File: src/pkg/supervisory_timer_pkg.sv
// Constants, register map and field layout of the supervisory timer.
// Assumes an APB master with 32-bit data and byte addresses.
package supervisory_timer_pkg;

  // ----------------------------------------------------------------
  // Register byte addresses
  // ----------------------------------------------------------------
  localparam logic [31:0] ADDR_LOAD    = 32'hffff0360;
  localparam logic [31:0] ADDR_COUNT   = 32'hffff0364;
  localparam logic [31:0] ADDR_CONTROL = 32'hffff0368;
  localparam logic [31:0] ADDR_CLEAR   = 32'hffff036c;

  // ----------------------------------------------------------------
  // Reset values
  // ----------------------------------------------------------------
  localparam logic [15:0] RESET_LOAD    = 16'h0000;
  localparam logic [15:0] RESET_COUNT   = 16'hffff;
  localparam logic [8:0]  RESET_CONTROL = 9'h000;
  localparam logic [7:0]  RESET_LFSR    = 8'h00;

  // ----------------------------------------------------------------
  // Field positions of the control register
  // ----------------------------------------------------------------
  localparam int CTRL_BIT_COUNT_UP = 8;
  localparam int CTRL_BIT_ENABLE   = 7;
  localparam int CTRL_BIT_PERIODIC = 6;
  localparam int CTRL_BIT_WATCHDOG = 5;
  localparam int CTRL_BIT_SECURE   = 4;
  localparam int CTRL_BIT_IRQ_OPT  = 1;
  localparam int CTRL_WIDTH        = 9;

  localparam logic [1:0] PRESCALE_DIV1   = 2'b00;
  localparam logic [1:0] PRESCALE_DIV16  = 2'b01;
  localparam logic [1:0] PRESCALE_DIV256 = 2'b10;

  // Galois taps of x^8 + x^6 + x^5 + x + 1 with the x^8 term implied.
  localparam logic [7:0] LFSR_TAPS = 8'h63;

  // ----------------------------------------------------------------
  // Timing
  // ----------------------------------------------------------------
  localparam int CLOCK_HZ      = 100000000;
  localparam int SOURCE_HZ     = 32768;
  localparam int SOURCE_CYCLES = CLOCK_HZ / SOURCE_HZ;

  typedef struct packed {
    logic       count_up;
    logic       enable;
    logic       periodic;
    logic       watchdog;
    logic       secure;
    logic [1:0] prescale;
    logic       irq_opt;
    logic       reserved0;
  } control_t;

endpackage : supervisory_timer_pkg

File: src/logic/supervisory_timer.sv
// Supervisory timer: general-purpose 16-bit counter or watchdog with LFSR-checked service.
// Assumes an APB master on pclk and a synchronous reset request consumer downstream.
//
// Register access over APB was chosen for this implementation.
`timescale 1ns/10ps
module supervisory_timer #(
  parameter int SOURCE_DIV = supervisory_timer_pkg::SOURCE_CYCLES
) (
  input  wire logic        pclk,
  input  wire logic        presetn,
  input  wire logic        psel,
  input  wire logic        penable,
  input  wire logic        pwrite,
  input  wire logic [31:0] paddr,
  input  wire logic [31:0] pwdata,
  output logic      [31:0] prdata,
  output logic             pready,
  output logic             pslverr,
  output logic             timer_irq,
  output logic             watchdog_reset_req
);
  import supervisory_timer_pkg::*;

  // ----------------------------------------------------------------
  // Helpers
  // ----------------------------------------------------------------
  // Galois left shift: zero is a fixed point, so a zero seed can never be matched.
  function automatic logic [7:0] lfsr_next(input logic [7:0] state);
    logic [7:0] shifted;
    logic [7:0] feedback;
    shifted   = {state[6:0], 1'b0};
    feedback  = state[7] ? LFSR_TAPS : 8'h00;
    lfsr_next = shifted ^ feedback;
  endfunction : lfsr_next

  // Code 11 falls to the default and divides by one like code 00.
  function automatic logic prescale_hit(input logic [1:0] sel, input logic [7:0] div);
    unique case (sel)
      PRESCALE_DIV16: begin
        prescale_hit = (div[3:0] == 4'hf);
      end
      PRESCALE_DIV256: begin
        prescale_hit = (div == 8'hff);
      end
      default: begin
        prescale_hit = 1'b1;
      end
    endcase
  endfunction : prescale_hit

  // Every register is one aligned word, decoded on the full byte address.
  function automatic logic addr_is(input logic [31:0] addr, input logic [31:0] reg_addr);
    addr_is = (addr == reg_addr);
  endfunction : addr_is

  // ----------------------------------------------------------------
  // APB decode
  // ----------------------------------------------------------------
  logic        access;
  logic        wr;
  logic        hit_load;
  logic        hit_count;
  logic        hit_control;
  logic        hit_clear;
  logic        mapped;
  logic        locked;
  control_t    control;
  control_t    next_control;
  logic [15:0] load_value;
  logic [15:0] next_load_value;
  logic [15:0] count;
  logic [15:0] next_count;
  logic [7:0]  lfsr;
  logic [7:0]  next_lfsr;
  logic [11:0] src_div;
  logic [7:0]  pre_div;
  logic        src_tick;
  logic        step;
  logic        clear_wr;
  logic        service_match;
  logic        service_ok;
  logic        service_bad;
  logic        at_end;
  logic        next_timer_irq;
  logic        next_reset_req;

  // ----------------------------------------------------------------
  // Address decode
  // ----------------------------------------------------------------
  // Transfers are taken on the access edge only; the setup cycle never changes state.
  always_comb begin
    access = psel && penable;
    wr     = access && pwrite;
  end

  always_comb begin
    hit_load    = addr_is(paddr, ADDR_LOAD);
    hit_count   = addr_is(paddr, ADDR_COUNT);
    hit_control = addr_is(paddr, ADDR_CONTROL);
    hit_clear   = addr_is(paddr, ADDR_CLEAR);
    mapped      = hit_load || hit_count || hit_control || hit_clear;
  end

  // ----------------------------------------------------------------
  // Bus response
  // ----------------------------------------------------------------
  // Zero wait states; unmapped addresses and writes to the count register answer with an error.
  always_comb begin
    pready  = 1'b1;
    pslverr = access && (!mapped || (pwrite && hit_count));
  end

  // Once bit 5 is set only presetn can clear it, so the lock needs no state of its own.
  always_comb begin
    locked   = control.watchdog;
    clear_wr = wr && hit_clear;
  end

  always_comb begin
    prdata = 32'h0000_0000;
    if (hit_load) begin
      prdata[15:0] = load_value;
    end else if (hit_count) begin
      prdata[15:0] = count;
    end else if (hit_control) begin
      prdata[CTRL_WIDTH-1:0] = control;
    end
    // The clear register reads as zero so the LFSR never leaks.
  end

  // ----------------------------------------------------------------
  // Registers
  // ----------------------------------------------------------------
  always_comb begin
    next_load_value = load_value;
    if (wr && hit_load && !locked) begin
      next_load_value = pwdata[15:0];
    end
  end

  always_ff @(posedge pclk or negedge presetn) begin
    if (!presetn) begin
      load_value <= RESET_LOAD;
    end else begin
      load_value <= next_load_value;
    end
  end

  // Only presetn can leave watchdog mode, so the lock also protects bit 5 itself.
  always_comb begin
    next_control = control;
    if (wr && hit_control && !locked) begin
      next_control           = pwdata[CTRL_WIDTH-1:0];
      next_control.reserved0 = 1'b0;
    end
  end

  always_ff @(posedge pclk or negedge presetn) begin
    if (!presetn) begin
      control <= RESET_CONTROL;
    end else begin
      control <= next_control;
    end
  end

  // ----------------------------------------------------------------
  // 32 kHz source and prescaler
  // ----------------------------------------------------------------
  // The source is derived from pclk, so both modes share one clock domain.
  always_ff @(posedge pclk or negedge presetn) begin
    if (!presetn) begin
      src_div <= 12'h000;
    end else if (src_div == 12'(SOURCE_DIV - 1)) begin
      src_div <= 12'h000;
    end else begin
      src_div <= src_div + 12'h001;
    end
  end

  // The tick is decoded from the divider rather than registered, so it lines up with the wrap.
  always_comb begin
    src_tick = (src_div == 12'(SOURCE_DIV - 1));
  end

  always_ff @(posedge pclk or negedge presetn) begin
    if (!presetn) begin
      pre_div <= 8'h00;
    end else if (src_tick) begin
      pre_div <= pre_div + 8'h01;
    end
  end

  // Full scale 65535 ticks at 32768/256 Hz is the 512 s ceiling.
  always_comb begin
    step = 1'b0;
    if (src_tick && prescale_hit(control.prescale, pre_div)) begin
      step = control.watchdog || control.enable;
    end
  end

  // ----------------------------------------------------------------
  // Counter
  // ----------------------------------------------------------------
  // Watchdog mode ignores the direction bit and always counts down.
  always_comb begin
    at_end = (!control.watchdog && control.count_up) ? (count == 16'hffff) : (count == 16'h0000);
  end

  always_comb begin
    next_count = count;
    if (control.watchdog) begin
      if (step && count != 16'h0000) begin
        next_count = count - 16'h0001;
      end
    end else if (step) begin
      if (at_end && control.periodic) begin
        next_count = load_value;
      end else if (control.count_up) begin
        next_count = count + 16'h0001;
      end else begin
        next_count = count - 16'h0001;
      end
    end
  end

  // ----------------------------------------------------------------
  // Service check
  // ----------------------------------------------------------------
  // A zero expected value can never match, so with the secure bit set any service of a zero seed ends in a reset.
  always_comb begin
    service_match = (pwdata[7:0] == lfsr) && (lfsr != 8'h00);
    service_ok    = clear_wr && control.watchdog && (!control.secure || service_match);
    service_bad   = clear_wr && control.watchdog && control.secure && !service_match;
  end

  always_ff @(posedge pclk or negedge presetn) begin
    if (!presetn) begin
      count <= RESET_COUNT;
    end else if (wr && hit_control && !locked && pwdata[CTRL_BIT_WATCHDOG]) begin
      count <= load_value;
    end else if (wr && hit_load && !locked) begin
      count <= pwdata[15:0];
    end else if (service_ok) begin
      count <= load_value;
    end else begin
      count <= next_count;
    end
  end

  // ----------------------------------------------------------------
  // Secure clear sequence
  // ----------------------------------------------------------------
  always_comb begin
    next_lfsr = lfsr;
    if (clear_wr && !control.watchdog) begin
      next_lfsr = pwdata[7:0];
    end else if (service_ok && control.secure) begin
      next_lfsr = lfsr_next(lfsr);
    end
  end

  always_ff @(posedge pclk or negedge presetn) begin
    if (!presetn) begin
      lfsr <= RESET_LFSR;
    end else begin
      lfsr <= next_lfsr;
    end
  end

  // ----------------------------------------------------------------
  // Interrupt and reset request
  // ----------------------------------------------------------------
  logic expire_event;

  // ----------------------------------------------------------------
  // Expiry
  // ----------------------------------------------------------------
  // Watchdog expiry is the step that takes the count from one to zero; it stops there.
  always_comb begin
    if (control.watchdog) begin
      expire_event = step && (count == 16'h0001);
    end else begin
      expire_event = step && at_end;
    end
  end

  // Expiry in the same cycle as a clear keeps the interrupt set.
  always_comb begin
    next_timer_irq = timer_irq;
    if (expire_event && (!control.watchdog || control.irq_opt)) begin
      next_timer_irq = 1'b1;
    end else if (clear_wr) begin
      next_timer_irq = 1'b0;
    end
  end

  always_ff @(posedge pclk or negedge presetn) begin
    if (!presetn) begin
      timer_irq <= 1'b0;
    end else begin
      timer_irq <= next_timer_irq;
    end
  end

  // The request stays high until presetn, since it is meant to reset this block too.
  always_comb begin
    next_reset_req = watchdog_reset_req;
    if (service_bad) begin
      next_reset_req = 1'b1;
    end else if (expire_event && control.watchdog && !control.irq_opt) begin
      next_reset_req = 1'b1;
    end
  end

  always_ff @(posedge pclk or negedge presetn) begin
    if (!presetn) begin
      watchdog_reset_req <= 1'b0;
    end else begin
      watchdog_reset_req <= next_reset_req;
    end
  end

endmodule : supervisory_timer

File: config.mk
export PLATFORM = sky130hd
export DESIGN_NAME = supervisory_timer
export DESIGN_NICKNAME = d
export VERILOG_FILES = /design/src/pkg/supervisory_timer_pkg.sv /design/src/logic/supervisory_timer.sv
export SDC_FILE = /design/constraint.sdc
export NUM_CORES = 1
export LEC_CHECK = 0
export ABC_AREA = 1
export BUFFER_PORTS_ARGS = -buffer_cell sky130_fd_sc_hd__buf_2
export CAP_MARGIN = 20
export CORE_ASPECT_RATIO = 1.75
export CORE_MARGIN = 2
export CORE_UTILIZATION = 40
export CTS_CLUSTER_DIAMETER = 120
export DETAILED_ROUTE_END_ITERATION = 12
export GPL_ROUTABILITY_DRIVEN = 0
export GPL_TIMING_DRIVEN = 1
export SETUP_SLACK_MARGIN = 0.4
export SYNTH_ARGS = -nofsm -noshare
export SYNTH_HDL_FRONTEND = slang
export SYNTH_SLANG_ARGS = --single-unit
export TNS_END_PERCENT = 1
File: constraint.sdc
create_clock -name pclk -period 4 [get_ports pclk]
set_input_delay 0.8 -clock pclk [delete_from_list [all_inputs] [get_ports pclk]]
set_output_delay 0.8 -clock pclk [all_outputs]
set_load 0.05 [all_outputs]
==> results.md <==
* Outcome: complete, no violations
* Root Buffer: clkbuf_16
* Antenna diode instance count at 0
* Die area at 0.01530 mm2
* Worst setup EP type: primary output
* Vias in the first global route at 5487
* Crit path max fanout at 8
* Wire per inst at 15.03 um
* First-pass GRT wire length at 27.50 mm
* Commonest cells post-synth: nand2_1, inv_1, nor2_1
* Die Ht at 162.1 um
* CP delay by family, top: simple AND/OR/NAND/NOR gates
* # rows at 57
* Buf+Inv Stages, Crit Path at 5
* CP peak stage delay at 0.41 ns
* P_leak at 3.522 nW
* CTS tree: done
* Min Tclk post-route at 3.601 ns
* Clock Skew at 0.01135 ns
* Peak Freq at 277.7 MHz
* Max clock buf depth at 2
* Ys flop type: dfrtp_1
* Pin count of the biggest net entering global routing at 71
* Most frequent cell after synthesis: nand2_1
* Clock transition at path regs at 0.06 ns
* Final ANT Viol Nets at 0
* Max-slew violations at 0
* Maxcap violations at 0
* Synth area leader: dfrtp_1
* Initial Util at 41.10%
* DRC violations left at 0
* Asr flop ratio synth at 100.0%
* Reg-to-reg slack, setup at 1.35 ns
* Die W at 94.36 um
* Final setup vio count at 0
* Gr usage total at 23.25%
* Clock sinks at 70
* Netlist cell types at 48
* Yosys top cell area share at 23.64%
* Slew margin rel. at 36.23%
* Seq cells post-synth at 70
* Final hold vios at 0
* Iteration-0 DRC count of the detailed router at 257
* Drt total wl at 16.57 mm
* Hold crit path type: reg2reg
* Mapped cell area at 0.005715 mm2
* Layout Nets at 997
* Port Buffers at 71
* Yosys warnings at 0
* Arr. time, crit path at 2.80 ns
* Share of cells above drive strength 1 at 18.70%
* Total power at 0.001577 W
* Post-synth EDFFs at 0
* Seq/Total Area, Yosys at 31.00%
* Synth-to-layout area growth at 12.76%
* Number of I/O pins at 105
* Initial antenna violation count at 0
* Dominant cells by area after synthesis: dfrtp_1, nand2_1, inv_1
* Skew-Pair Late Insertion Delay at 0.34 ns
* Via density at 5.057
* DRT Pass-1 Iters at 5
* Startpoint class of the critical path: primary input
* Post-DP HPWL at 13.10 mm
* Tcrit/Tclk final at 90.04%
* Slowest cell on the critical path: nor2_1
* H-tree depth at 3
* Setup TNS Final at 0 ns
* Synth Instances at 850
* PD cells at 244.6 mW/mm2
* Via Count at 5573
* Total global routing overflow at 0
* Synth Area per Inst at 6.724 um2
* Core area at 0.01391 mm2
* # fillers at 1503
* Slew at the pin with the worst max-slew slack at 0.9565 ns
* Worst path cell trace: buf_2 > inv_1 > nand2_1 > nor2_1 > nand2_2 > inv_1 > nand3_1 > nor2_1 > buf_4 > a21oi_1 > a21oi_1 > buf_2
* CTS buffer count at 9
* Kind of critical path: in2out
* VDD IR-drop max at 0.1776 mV
* RSZ-0062 raised after global routing: true
* CP Data Required Time at 3.20 ns
metrics by stage:
| stage | cell area, um2 | std cells | hold slack [ns] | utilization [%] | setup slack, ns |
|---|---|---|---|---|---|
| after floorplan | 5772 | 865 | 0.4416 | - | 0.2967 |
| after global placement | 6158 | 1085 | 0.4556 | 44.28 | 0.4458 |
| after detailed placement | 6158 | 1085 | 0.4580 | 44.28 | 0.3973 |
| after CTS | 6434 | 1101 | 0.4685 | 46.26 | 0.4053 |
| after global routing | 6445 | 1102 | 0.5052 | 46.34 | 0.1943 |
| final | 6445 | 1102 | 0.4629 | 46.34 | 0.3985 |
kinds of logic after synthesis:
kind of cell	count (synthesis)	share of synthesized area (%)
muxes	1	0.1970
xor gates and xnor gates	25	3.831
and+or+nand+nor	460	37.72
DFF	70	31.00
other	2	0.1314
buffers and inverters	172	13.27
adders and majority gates	8	1.751
AOI/OAI and AO/OA	112	12.11
routing by layer:
| layer | vias up | track usage [%] | part of all wire, % |
|---|---|---|---|
| met5 | - | 0 | 0 |
| met4 | 0 | 11.33 | 4.9 |
| met3 | 47 | 3.247 | 3.5 |
| met2 | 140 | 42.05 | 53 |
| met1 | 2551 | 26.19 | 39 |
| li1 | 2835 | - | - |
layout by cell type, fill, tap and decap left out, drive strengths merged:
cell type,n
inv,139
dfrtp,54
nand3,75
mux2,1
a22oi,4
clkbuf,10
o21ai,33
o31ai,1
a31oi,4
nand2,239
nor2,99
clkinvlp,3
a211oi,1
conb,17
a21oi,37
clkinv,2
nand3b,2
o32ai,8
o221a,1
nor3b,1
o21bai,5
o221ai,3
a31o,2
nor2b,1
o21a,7
or2,2
o211ai,3
o22ai,3
nor3,19
buf,78
ha,8
xnor2,10
xor2,15
dfstp,16
nand4,22
worst reg2reg max path, delay by kind of cell (launching register included):
kind | cells | cell delay (ns)
buffers and inverters | 4 | 0.88
and+or+nand+nor | 6 | 1.05
DFF | 1 | 0.63
worst paths after layout:
| kind | from | end | cells past startpoint |
|---|---|---|---|
| worst min register to register | pre_div[5] | pre_div[5] | 1 |
| worst max-delay path | paddr[12] | prdata[5] | 12 |
| worst min-delay path | pre_div[5] | pre_div[5] | 1 |
| max in group asynchronous | presetn | load_value[7] | 1 |
| min in group asynchronous | presetn | src_div[0] | 1 |
| worst max register to register | locked | count[3] | 10 |
cell type report:
type	count	area (um2)	share of cell area (%)
multi-input combinational	623	3242	50.30
sequential	70	1772	27.49
inverter	138	524.3	8.134
timing repair buffer	78	410.4	6.368
clock buffer	10	229.0	3.553
tap	177	221.5	3.436
clock inverter	6	46.29	0.7183
where the power goes:
| part | switching [W] | total, W | internal [W] |
|---|---|---|---|
| sequential | 0.000000000000102 | 0.000709 | 0.000709 |
| combinational | 0.0000846 | 0.000113 | 0.0000283 |
| clock | 0.000331 | 0.000755 | 0.000424 |
state kept, by name, indices dropped and copies added (netlist names):
register and flops:
count 16, load_value 16, src_div 12, lfsr 8, pre_div 8, control 7, locked 1, timer_irq 1
watchdog_reset_req 1
timing repair:
| action | 4_1_cts | 5_1_grt |
|---|---|---|
| resized for setup | 0 | 1 |
| endpoints found under the setup margin | 0 | 15 |
| hold buffers | 0 | 0 |
| setup buffers | 0 | 1 |
(Power assumes the default switching activity.)
